==> config.mk <==
export PLATFORM = sky130hd
export DESIGN_NAME = slwc_waveform_control
export DESIGN_NICKNAME = d
export VERILOG_FILES = /design/src/slwc_pkg.sv /design/src/slwc_waveform_control.sv
export VERILOG_INCLUDE_DIRS = /design/src
export SDC_FILE = /design/constraint.sdc
export NUM_CORES = 1
export LEC_CHECK = 0
export ABC_AREA = 0
export BUFFER_PORTS_ARGS = -buffer_cell sky130_fd_sc_hd__buf_2
export CELL_PAD_IN_SITES_DETAIL_PLACEMENT = 0
export CELL_PAD_IN_SITES_GLOBAL_PLACEMENT = 2
export CORE_ASPECT_RATIO = 1.4
export CORE_MARGIN = 10
export CORE_UTILIZATION = 36
export DETAILED_ROUTE_END_ITERATION = 7
export PLACE_DENSITY = 0.93
export SYNTH_ARGS = -nofsm -noshare
export SYNTH_HDL_FRONTEND = slang
export SYNTH_SLANG_ARGS = --single-unit
export TNS_END_PERCENT = 30
==> constraint.sdc <==
create_clock -name clk -period 4.5 [get_ports clk]
set_input_delay 0.9 -clock clk [delete_from_list [all_inputs] [get_ports clk]]
set_output_delay 0.9 -clock clk [all_outputs]
set_load 0.01 [all_outputs]
==> src/slwc_defines.svh <==
// Register indices, field positions, reset values and timing counts of the
// segment LCD waveform control block. Assumes inclusion by bare name.
//
// Functional notes
// - Waveform base clock is reference clock divided by ratio from three-bit select.
// - Backplane and frontplane waveform generators both run from the base clock.
// - One frame lasts base clock period times backplane count of the duty.
// - Low current set, fast charge clear: high-resistance ladder selected all the time.
// - Fast charge: low-resistance ladder briefly at each switching edge, else high-resistance.
// - Fast charge pulse is base period divided by 32, 64 or 128.
// - Four-bit contrast code with sixteen settings goes to the bias generator.
// - Waveforms continue normally while the processor sits in wait mode.
// - Stop with oscillator-run-in-stop set keeps the display running.
// - Stop with oscillator-run-in-stop clear halts waveform generation.
// - Register contents survive entry into and exit from stop mode.
// - A display halted by stop resumes once an external interrupt wakes.
// - Thirty display pins: backplanes, frontplanes and one shared pin.
// - Eight frontplanes shared with port pins, two group bits pick display use.
// - Shared pin is fourth backplane at 1/4 duty, first frontplane otherwise.
// - Each frontplane waveform depends on duty and its stored segment bits.
// - Waveforms driven only while display enable is one; reset clears it.
// - Fast charge and low current bits are read/write and reset to zero.
// - Sixteen software registers: control, clock and fourteen segment data.
// - Ladder decode: low current clear default; low only high-resistance; both fast charge.
// - Width codes 00, 01, 10 give base/32, /64, /128 pulses; 11 unused.
// - Duty codes 00 static, 01 one third, 10 one quarter; reset clears.
// - Divider codes 000 to 110 give 128 to 65536; 111 reserved; reset clears.
`ifndef SLWC_DEFINES_SVH
`define SLWC_DEFINES_SVH

// Register indices; the byte address is four times the index.
`define SLWC_IDX_CLOCK        8'h4f
`define SLWC_IDX_CONTROL      8'h51
`define SLWC_IDX_DATA_FIRST   8'h52
`define SLWC_IDX_DATA_LAST    8'h5f

// Control register fields.
`define SLWC_CTL_ENABLE       7
`define SLWC_CTL_FAST_CHARGE  5
`define SLWC_CTL_LOW_CURRENT  4
`define SLWC_CTL_CONTRAST_LSB 0

// Clock register fields.
`define SLWC_CLK_WIDTH_LSB    5
`define SLWC_CLK_DUTY_LSB     3
`define SLWC_CLK_DIV_LSB      0

// Reset values.
`define SLWC_CTL_RESET        8'h00
`define SLWC_CLK_RESET        7'h00
`define SLWC_DATA_RESET       8'h00

// Divider and pulse timing, as powers of two of reference clock edges.
`define SLWC_DIV_LOW_SHIFT    5'h07
`define SLWC_DIV_HIGH_SHIFT   5'h0e
`define SLWC_DIV_RESERVED     3'h7
`define SLWC_CHG_BASE_SHIFT   5'h05
`define SLWC_CHG_UNUSED       2'h3

`endif

==> src/slwc_pkg.sv <==
// Types shared by the segment LCD waveform control block.
// Assumes slwc_defines.svh carries the numeric constants.
package slwc_pkg;

   // Duty code; the encoding follows the field order directly.
   typedef enum logic [1:0] {
      SLWC_DUTY_STATIC,
      SLWC_DUTY_THIRD,
      SLWC_DUTY_QUARTER,
      SLWC_DUTY_UNUSED
   } slwc_duty_type;

   // Drive level for one pin: 0 supply, 1 two thirds, 2 one third, 3 bias.
   typedef logic [1:0] slwc_level_type;

endpackage : slwc_pkg

==> src/slwc_waveform_control.sv <==
// Control and timing logic of a multiplexed segment LCD driver with an
// Avalon-MM register slave. Assumes one 100 MHz clock, a synchronous
// reference clock input sampled on clk, and analog pin drivers that turn
// each two-bit level code into the matching ladder voltage.
`timescale 1ns/1ps
`include "slwc_defines.svh"

module slwc_waveform_control #(
   parameter int ADDR_W = 10
) (
   input  wire logic                  clk,
   input  wire logic                  rst_n,
   input  wire logic [ADDR_W-1:0]     avs_address,
   input  wire logic                  avs_read,
   input  wire logic                  avs_write,
   input  wire logic [31:0]           avs_writedata,
   input  wire logic [3:0]            avs_byteenable,
   output logic      [31:0]           avs_readdata,
   output logic                       avs_waitrequest,
   input  wire logic                  oscillator_reference_clock,
   input  wire logic                  stop_mode,
   input  wire logic                  wait_mode,
   input  wire logic                  oscillator_run_in_stop,
   input  wire logic                  wake_interrupt,
   input  wire logic                  port_c_low_display_select,
   input  wire logic                  port_c_high_display_select,
   output logic      [5:0]            backplane_outputs,
   output logic      [1:0]            shared_frontplane_backplane_pin,
   output logic      [51:0]           frontplane_outputs,
   output logic      [7:0]            port_pin_display_use,
   output logic                       ladder_connect,
   output logic                       ladder_high_resistance,
   output logic      [3:0]            contrast_level
);

   // The index occupies address bits above the byte lane bits.
   if (ADDR_W < 10) begin : g_addr_check
      $error("slwc_waveform_control needs ADDR_W of at least 10");
   end

   // Whole block state; outputs are read straight from these flip-flops.
   typedef struct packed {
      logic                          waitrequest;
      logic [31:0]                   readdata;
      logic                          display_enable;
      logic                          fast_charge_select;
      logic                          low_current_select;
      logic [3:0]                    contrast;
      logic [1:0]                    fast_charge_width_select;
      slwc_pkg::slwc_duty_type       duty;
      logic [2:0]                    base_clock_divider_select;
      logic [13:0][7:0]              segment_data;
      logic                          ref_prev;
      logic                          halted;
      logic [15:0]                   div_count;
      logic                          phase;
      logic [1:0]                    slot;
      logic [11:0]                   charge_count;
      logic [3:0][1:0]               bp_level;
      logic [26:0][1:0]              fp_level;
      logic [7:0]                    pin_display;
      logic                          ladder_on;
      logic                          ladder_hr;
   } slwc_state_type;

   slwc_state_type state_reg;
   slwc_state_type state_next;

   // Backplane level: the selected plane, and every plane at static duty, swings supply/bias, the rest
   // alternate between the two middle taps so unselected segments see 1/3.
   function automatic slwc_pkg::slwc_level_type bp_wave(
      input logic sel,
      input logic ph,
      input logic is_static
   );
      if (sel || is_static) begin
         bp_wave = ph ? 2'h3 : 2'h0;
      end else begin
         bp_wave = ph ? 2'h1 : 2'h2;
      end
   endfunction : bp_wave

   // Frontplane level: an on segment runs opposite to the selected plane.
   function automatic slwc_pkg::slwc_level_type fp_wave(
      input logic on,
      input logic ph,
      input logic is_static
   );
      if (on) begin
         fp_wave = ph ? 2'h0 : 2'h3;
      end else if (is_static) begin
         fp_wave = ph ? 2'h3 : 2'h0;
      end else begin
         fp_wave = ph ? 2'h2 : 2'h1;
      end
   endfunction : fp_wave

   logic [7:0]  idx;
   logic [31:0] read_value;
   logic [4:0]  ratio_shift;
   logic [15:0] half_last;
   logic [11:0] charge_len;
   logic [1:0]  slot_last;
   logic        is_static;
   logic        ref_tick;
   logic        seg_bit;
   logic [3:0]  data_idx;

   // Register decode and read mux; unmapped or misaligned words read zero.
   always_comb begin
      idx        = avs_address[9:2];
      read_value = 32'h0000_0000;
      if (avs_address[1:0] == 2'h0 && (avs_address >> 10) == '0) begin
         if (idx == `SLWC_IDX_CONTROL) begin
            read_value[7:0] = {state_reg.display_enable, 1'b0,
                               state_reg.fast_charge_select,
                               state_reg.low_current_select, state_reg.contrast};
         end else if (idx == `SLWC_IDX_CLOCK) begin
            read_value[7:0] = {1'b0, state_reg.fast_charge_width_select,
                               state_reg.duty, state_reg.base_clock_divider_select};
         end else if (idx >= `SLWC_IDX_DATA_FIRST && idx <= `SLWC_IDX_DATA_LAST) begin
            read_value[7:0] = state_reg.segment_data[4'(idx - `SLWC_IDX_DATA_FIRST)];
         end
      end
   end

   // Divider ratio as a power of two; codes 4..6 jump to the high range.
   always_comb begin
      if (state_reg.base_clock_divider_select[2]) begin
         ratio_shift = `SLWC_DIV_HIGH_SHIFT + {3'h0, state_reg.base_clock_divider_select[1:0]};
      end else begin
         ratio_shift = `SLWC_DIV_LOW_SHIFT + {3'h0, state_reg.base_clock_divider_select[1:0]};
      end
      half_last = 16'((17'h00001 << (ratio_shift - 5'h01)) - 17'h00001);
      // Pulse of ratio/32, /64 or /128 reference edges; code 11 gives none.
      if (state_reg.fast_charge_width_select == `SLWC_CHG_UNUSED) begin
         charge_len = 12'h000;
      end else begin
         charge_len = 12'h001 << (ratio_shift - `SLWC_CHG_BASE_SHIFT
                                  - {3'h0, state_reg.fast_charge_width_select});
      end
      unique case (state_reg.duty)
         slwc_pkg::SLWC_DUTY_THIRD:   slot_last = 2'h2;
         slwc_pkg::SLWC_DUTY_QUARTER: slot_last = 2'h3;
         default:                     slot_last = 2'h0;
      endcase
      is_static = (slot_last == 2'h0);
   end

   // Next state: bus access, stop handling, base clock, waveforms, ladder.
   always_comb begin
      state_next = state_reg;
      seg_bit    = 1'b0;
      data_idx   = 4'h0;

      // One wait cycle per request; the access itself lands at the edge
      // where waitrequest is seen low, so read data stand at that edge.
      state_next.waitrequest = 1'b1;
      if ((avs_read || avs_write) && state_reg.waitrequest) begin
         state_next.waitrequest = 1'b0;
         state_next.readdata    = read_value;
      end
      if (avs_write && !state_reg.waitrequest && avs_byteenable[0]
          && avs_address[1:0] == 2'h0 && (avs_address >> 10) == '0) begin
         if (idx == `SLWC_IDX_CONTROL) begin
            state_next.display_enable     = avs_writedata[`SLWC_CTL_ENABLE];
            state_next.fast_charge_select = avs_writedata[`SLWC_CTL_FAST_CHARGE];
            state_next.low_current_select = avs_writedata[`SLWC_CTL_LOW_CURRENT];
            state_next.contrast = avs_writedata[`SLWC_CTL_CONTRAST_LSB +: 4];
         end else if (idx == `SLWC_IDX_CLOCK) begin
            state_next.fast_charge_width_select = avs_writedata[`SLWC_CLK_WIDTH_LSB +: 2];
            state_next.duty = slwc_pkg::slwc_duty_type'(avs_writedata[`SLWC_CLK_DUTY_LSB +: 2]);
            state_next.base_clock_divider_select = avs_writedata[`SLWC_CLK_DIV_LSB +: 3];
         end else if (idx >= `SLWC_IDX_DATA_FIRST && idx <= `SLWC_IDX_DATA_LAST) begin
            state_next.segment_data[4'(idx - `SLWC_IDX_DATA_FIRST)] = avs_writedata[7:0];
         end
      end

      // Stop without a running oscillator freezes the counters but leaves
      // every register as it was; wait mode is deliberately ignored.
      if (wake_interrupt) begin
         state_next.halted = 1'b0;
      end else if (stop_mode && !oscillator_run_in_stop) begin
         state_next.halted = 1'b1;
      end
      state_next.ref_prev = oscillator_reference_clock;
      ref_tick = oscillator_reference_clock && !state_reg.ref_prev
                 && !state_reg.halted
                 && state_reg.base_clock_divider_select != `SLWC_DIV_RESERVED;

      // Base clock: phase flips every half ratio; a full period is one slot.
      if (!state_reg.display_enable) begin
         state_next.div_count = 16'h0000;
         state_next.phase     = 1'b0;
         state_next.slot      = 2'h0;
         state_next.charge_count = 12'h000;
      end else if (ref_tick) begin
         if (state_reg.charge_count != 12'h000) begin
            state_next.charge_count = state_reg.charge_count - 12'h001;
         end
         // The >= keeps the count sane when software shrinks the ratio.
         if (state_reg.div_count >= half_last) begin
            state_next.div_count = 16'h0000;
            state_next.phase     = !state_reg.phase;
            state_next.charge_count = charge_len;
            if (state_reg.phase) begin
               if (state_reg.slot >= slot_last) begin
                  state_next.slot = 2'h0;
               end else begin
                  state_next.slot = state_reg.slot + 2'h1;
               end
            end
         end else begin
            state_next.div_count = state_reg.div_count + 16'h0001;
         end
      end

      // Pin levels from slot and phase of the base clock.
      for (int b = 0; b < 4; b++) begin
         state_next.bp_level[b] = bp_wave(state_reg.slot == 2'(b), state_reg.phase, is_static);
      end
      for (int k = 0; k < 27; k++) begin
         data_idx = 4'(k / 2);
         seg_bit  = state_reg.segment_data[data_idx][3'(((k % 2) * 4)) + {1'b0, state_reg.slot}];
         state_next.fp_level[k] = fp_wave(seg_bit, state_reg.phase, is_static);
      end
      // Shared pin follows the fourth backplane only at quarter duty.
      if (state_reg.duty == slwc_pkg::SLWC_DUTY_QUARTER) begin
         state_next.fp_level[0] = state_next.bp_level[3];
      end
      // Port pins given to general use carry no display drive.
      state_next.pin_display = {{4{port_c_high_display_select}},
                                {4{port_c_low_display_select}}};
      for (int k = 19; k < 27; k++) begin
         if (!state_next.pin_display[k-19]) begin
            state_next.fp_level[k] = 2'h0;
         end
      end

      // Disabled display sits at supply level with the ladder cut off.
      state_next.ladder_on = state_reg.display_enable;
      if (!state_reg.display_enable) begin
         state_next.bp_level = '0;
         state_next.fp_level = '0;
      end

      // Ladder choice; the fast charge pulse is the nonzero pulse count.
      state_next.ladder_hr = state_reg.display_enable && state_reg.low_current_select
                             && (!state_reg.fast_charge_select
                                 || state_next.charge_count == 12'h000);
   end

   // All state registers together; segment data get a defined value too.
   always_ff @(posedge clk) begin
      if (!rst_n) begin
         state_reg                          <= '0;
         state_reg.waitrequest              <= 1'b1;
         state_reg.display_enable           <= 1'(`SLWC_CTL_RESET >> `SLWC_CTL_ENABLE);
         state_reg.fast_charge_width_select <= 2'h0;
         state_reg.duty                     <= slwc_pkg::SLWC_DUTY_STATIC;
         state_reg.segment_data             <= {14{`SLWC_DATA_RESET}};
      end else begin
         state_reg <= state_next;
      end
   end

   // Outputs straight from the state flip-flops.
   assign avs_readdata                    = state_reg.readdata;
   assign avs_waitrequest                 = state_reg.waitrequest;
   assign backplane_outputs               = {state_reg.bp_level[2], state_reg.bp_level[1],
                                             state_reg.bp_level[0]};
   assign shared_frontplane_backplane_pin = state_reg.fp_level[0];
   assign frontplane_outputs              = state_reg.fp_level[26:1];
   assign port_pin_display_use            = state_reg.pin_display;
   assign ladder_connect                  = state_reg.ladder_on;
   assign ladder_high_resistance          = state_reg.ladder_hr;
   assign contrast_level                  = state_reg.contrast;

endmodule : slwc_waveform_control

==> run summary <==
VDD sags by at most 0.2269 mV. The adder-cell area share of the yosys netlist was 3.264%; the fraction of synthesis flops using an asynchronous set or reset pin was 0%. Across the run, the number of max-cap violations was 0. Sorting the synthesized cells by area gives the leading types as sky130_fd_sc_hd__dfxtp_1 (38%), sky130_fd_sc_hd__mux4_2 (9.5%), sky130_fd_sc_hd__mux2i_1 (6.5%). The width of the chip was 175.0 um; the internal power component was 3.315 mW. After the first detailed-routing iteration, the DRC count stood at 546. The final route contains 9,165 vias. The worst min-delay path startpoint was state_reg[200]. The most used flip-flop cell after synthesis is sky130_fd_sc_hd__dfxtp_1. After detailed routing, the number of vias per cell comes to 5.097. Entering global routing, the biggest net connects 73 pins. The worst hold path was traced through 2 stages. The mean post-synth cell area came out at 9.026 um^2. The congestion estimate from routability-driven global placement came to 0.8951.

The total area inside the core boundary comes to 0.03321 mm^2. After layout, the minimum clock period comes to 3944 ps. The share of the Yosys chip area taken by registers is 38.01%.

The share of the clock period used by the worst path after layout is 87.64%, and the total congestion overflow after global routing is 0. Measured against the total synthesized area, the mux share comes to 16.10%. Worst setup path startpoint: state_reg[217]. The first global-routing pass estimated 51,590 um of wire. The tools report the final-report hold violation count as 0.

The number of cells on the worst reg-to-reg path is 12. Derived from the worst setup path, the maximum achievable clock frequency is 253.6 MHz. Once placement completed, the tool counted placed cells totaling 1,758. The logs give 47.8% for the clock network power share and 164 for the number of I/O pins. Wire segments on met3 add up to 1481 um in the final route.

For the data arrival time of the critical path, the log shows 4360 ps. The cell sitting at the root of the clock tree is a sky130_fd_sc_hd__clkbuf_16. For this design the total switching power over the nets is 0.9604 mW.

The power share of the combinational group is 4.5%, and the area fraction in and, or, nand and nor cells after synthesis is 19.27%. Buffers placed on the I/O ports in this run total 111. The count of placed standard cells in the final layout, fillers left out is 1,798, and the total detailed-routing wirelength is 33,340 um. After clock tree synthesis, the setup repair step added 0 buffers.

The path with the worst hold slack has its endpoint at state_reg[200]. Yosys mapped a number of flops with a built-in enable equal to 0. The flow ran to the end, and the final reports show no timing, DRC or antenna violations.

The tools report the number of warnings issued by yosys as 0. The run gives 12,060 um as the routed length on met1. The min-delay analysis places its worst path in the category reg2reg.

Number of search-and-repair iterations in the first detailed-routing pass: 5. The worst register-to-register path ends at ladder_high_resistance. In this run the static leakage power is 4.699 nW. The longest clock path from root to sink contains 3 buffers. For the pin with the worst max-slew slack, the measured transition is 1107 ps. The complex-gate fraction of the synthesized area was 8.284%. TritonCTS built the clock tree.

The endpoint type of the worst setup path is a register. The run gives 9,047 as the via count of the first global-routing pass. After technology mapping, the gate count stands at 1,342. The routed length per placed instance works out to 18.54 um. Setup repair after global routing left no endpoint under its margin. The share of synthesized area in the top cell type comes to 38.01%. Between clock sinks in the finished design, the worst skew comes to 11.88 ps. The register with the most flip-flops in the layout has 154 of them. For this run, the post-layout net count is 1,427. The number of antenna diodes in the final layout is 0.

Row generation in the floorplan step produced 79 rows. The final setup TNS is 0 ps. Setup slack on the worst reg-to-reg path comes out at 560 ps.

Power spread over the standard cell area amounts to 324.4 mW/mm^2. The initial core utilization was 36.47%. The final core utilization is 39.69%, and the number of max-slew violations in the final report is 0. The wire-length estimate of the detail-placed layout is 24,450 um. Of all nets on the critical path, the largest fanout is 9. The run gives 0 as the remaining routing DRC violations. The number of antenna violations at the first check in global routing was 0. The hold buffer count at cts came out at 0.

In this run switching power makes up 22.46% of total power. The number of distinct standard cells referenced by the synthesized netlist came out at 65. The worst setup path is launched from a register. Relative to the synthesized area, the layout overhead comes to 8.821%. The synthesized design spends more area on one cell type than any other, namely sky130_fd_sc_hd__dfxtp_1. The synthesized netlist devotes 5.278% of its cell area to XOR and XNOR gates. For this design, the sink count on the clock tree is 230. For the number of setup violations in the final report, the log shows 0. For the number of gates resized after cts, the log shows 0. The number of register bits inferred by synthesis was 230. In this run the tightest slew margin relative to its limit is 25.68%.

The die covers 0.04149 mm^2. The largest family of logic cells by synthesized area is simple AND/OR/NAND/NOR gates. In this run, flip-flops and latches consume 47.7% of the power. Of the cells placed in the final design, the portion with a size suffix greater than 1 is 18.03%.

For the met2 wire length, the log shows 18,100 um. Beginning of the worst register-to-register path: state_reg[217]. The kind of critical path was reg2reg. The die extent in y is 237.0 um. The CTS H-tree depth was 1. The run gives 4.276 mW as the total power consumption of the routed design.

Final hold analysis gives a worst-case slack of 464.3 ps. Clock-pin slew was measured on the worst setup and hold paths at 60 ps. Global routing used 15.52% of the available tracks. The mapped netlist covers 0.01211 mm^2.

After detailed routing, no signal wire sits above met4. For the worst-skew pair, the clock arrives at the later sink with an insertion delay of 530 ps. Buffers inserted during clock tree synthesis total 24. The count of nets left with antenna violations once routing finished came out at 0. Endpoint required time on the critical path: 4920 ps.
## layer usage
| metal | track usage, % | vias to the layer above |
|---|---|---|
| li1 | - | 4459 |
| met1 | 15.67 | 4396 |
| met2 | 29.75 | 242 |
| met3 | 2.039 | 68 |
| met4 | 8.728 | 0 |
| met5 | 0 | - |
## stage by stage
| stage | setup slack (ps) | cell area [um^2] |
|---|---|---|
| 4_1_cts | 569.8 | 13180 |
| 3_5_place_dp | 589.3 | 12390 |
| 2_1_floorplan | 862.2 | 12200 |
| 3_3_place_gp | 601.0 | 12390 |
| 6_report | 556.1 | 13180 |
| 5_1_grt | 325.2 | 13180 |
## cell usage in the layout, fill, tap and decap left out, types with 12 or more instances in the layout
cell type,instances
sky130_fd_sc_hd__nand2b_1,27
sky130_fd_sc_hd__nand2_1,171
sky130_fd_sc_hd__buf_2,111
sky130_fd_sc_hd__or3_1,12
sky130_fd_sc_hd__mux2i_1,79
sky130_fd_sc_hd__buf_4,16
sky130_fd_sc_hd__inv_1,24
sky130_fd_sc_hd__a21oi_1,96
sky130_fd_sc_hd__o21ai_0,13
sky130_fd_sc_hd__nor2_1,189
sky130_fd_sc_hd__clkbuf_16,25
sky130_fd_sc_hd__nand3_1,25
sky130_fd_sc_hd__ha_1,30
sky130_fd_sc_hd__dfxtp_1,227
sky130_fd_sc_hd__mux4_2,51
sky130_fd_sc_hd__nor3_1,17
sky130_fd_sc_hd__conb_1,24
sky130_fd_sc_hd__xnor2_1,63
## kinds of logic after synthesis
group / count (synthesis)
simple gates: 504
flops: 230
buf+inv: 207
compound gates: 165
mux: 131
xor+xnor: 73
fa+ha+maj: 31
other cells: 1
## power groups by stage
stage	clock network, mW	logic [mW]	registers [mW]
CTS	2.09	0.194	2.04
global placement	0	0.193	2.09
detailed placement	0	0.193	2.08
floorplan	0	0.134	2.09
global route	2.16	0.207	2.04
finish	2.04	0.194	2.04
## synth_stat cells (all sizes together) (2+ instances only)
cell	instances
or4	2
a211oi	10
ha	30
nor2b	3
a222oi	6
a21boi	2
nand4b	2
nor2	194
and3	6
mux4	51
dfxtp	230
a311oi	2
or3	12
nor3	24
buf	126
nor3b	4
nand3	25
a21oi	96
a31oi	10
mux2i	79
nor4	7
xor2	9
and2	7
nand2	171
a22oi	2
a221oi	4
inv	27
clkbuf	54
xnor2	64
nand4	10
or2	3
nand2b	30
o21a	3
o21ai	19
a2111oi	2
## how the worst max path moves through the flow
stage | to | slack (ps) | cells past startpoint
final | ladder_high_resistance | 560 | 12
after global routing | ladder_high_resistance | 330 | 12
after CTS | ladder_high_resistance | 570 | 12
after detailed placement | ladder_high_resistance | 590 | 12
after global placement | ladder_high_resistance | 600 | 12
after floorplan | ladder_high_resistance | 860 | 13
## worst max-delay path, cell delays in order (launching register included)
cell,delay (ps)
sky130_fd_sc_hd__dfxtp_1,500
sky130_fd_sc_hd__inv_1,100
sky130_fd_sc_hd__ha_1,380
sky130_fd_sc_hd__a21boi_0,300
sky130_fd_sc_hd__ha_1,300
sky130_fd_sc_hd__ha_1,230
sky130_fd_sc_hd__fa_1,500
sky130_fd_sc_hd__or4b_1,620
sky130_fd_sc_hd__or4_1,520
sky130_fd_sc_hd__nand4b_1,140
sky130_fd_sc_hd__nor4_1,70
sky130_fd_sc_hd__nand4_1,100
sky130_fd_sc_hd__o21ai_1,70
## cell type report
class | instances | area, um^2
Sequential cell | 230 | 4611
Inverter | 27 | 102.6
Multi-Input combinational cell | 928 | 6421
Clock inverter | 6 | 105.1
Timing Repair Buffer | 128 | 695.7
Clock buffer | 34 | 689.4
Tap cell | 445 | 556.8
Fill cell | 3363 | 20030
Power figures use the tool's default switching activity.
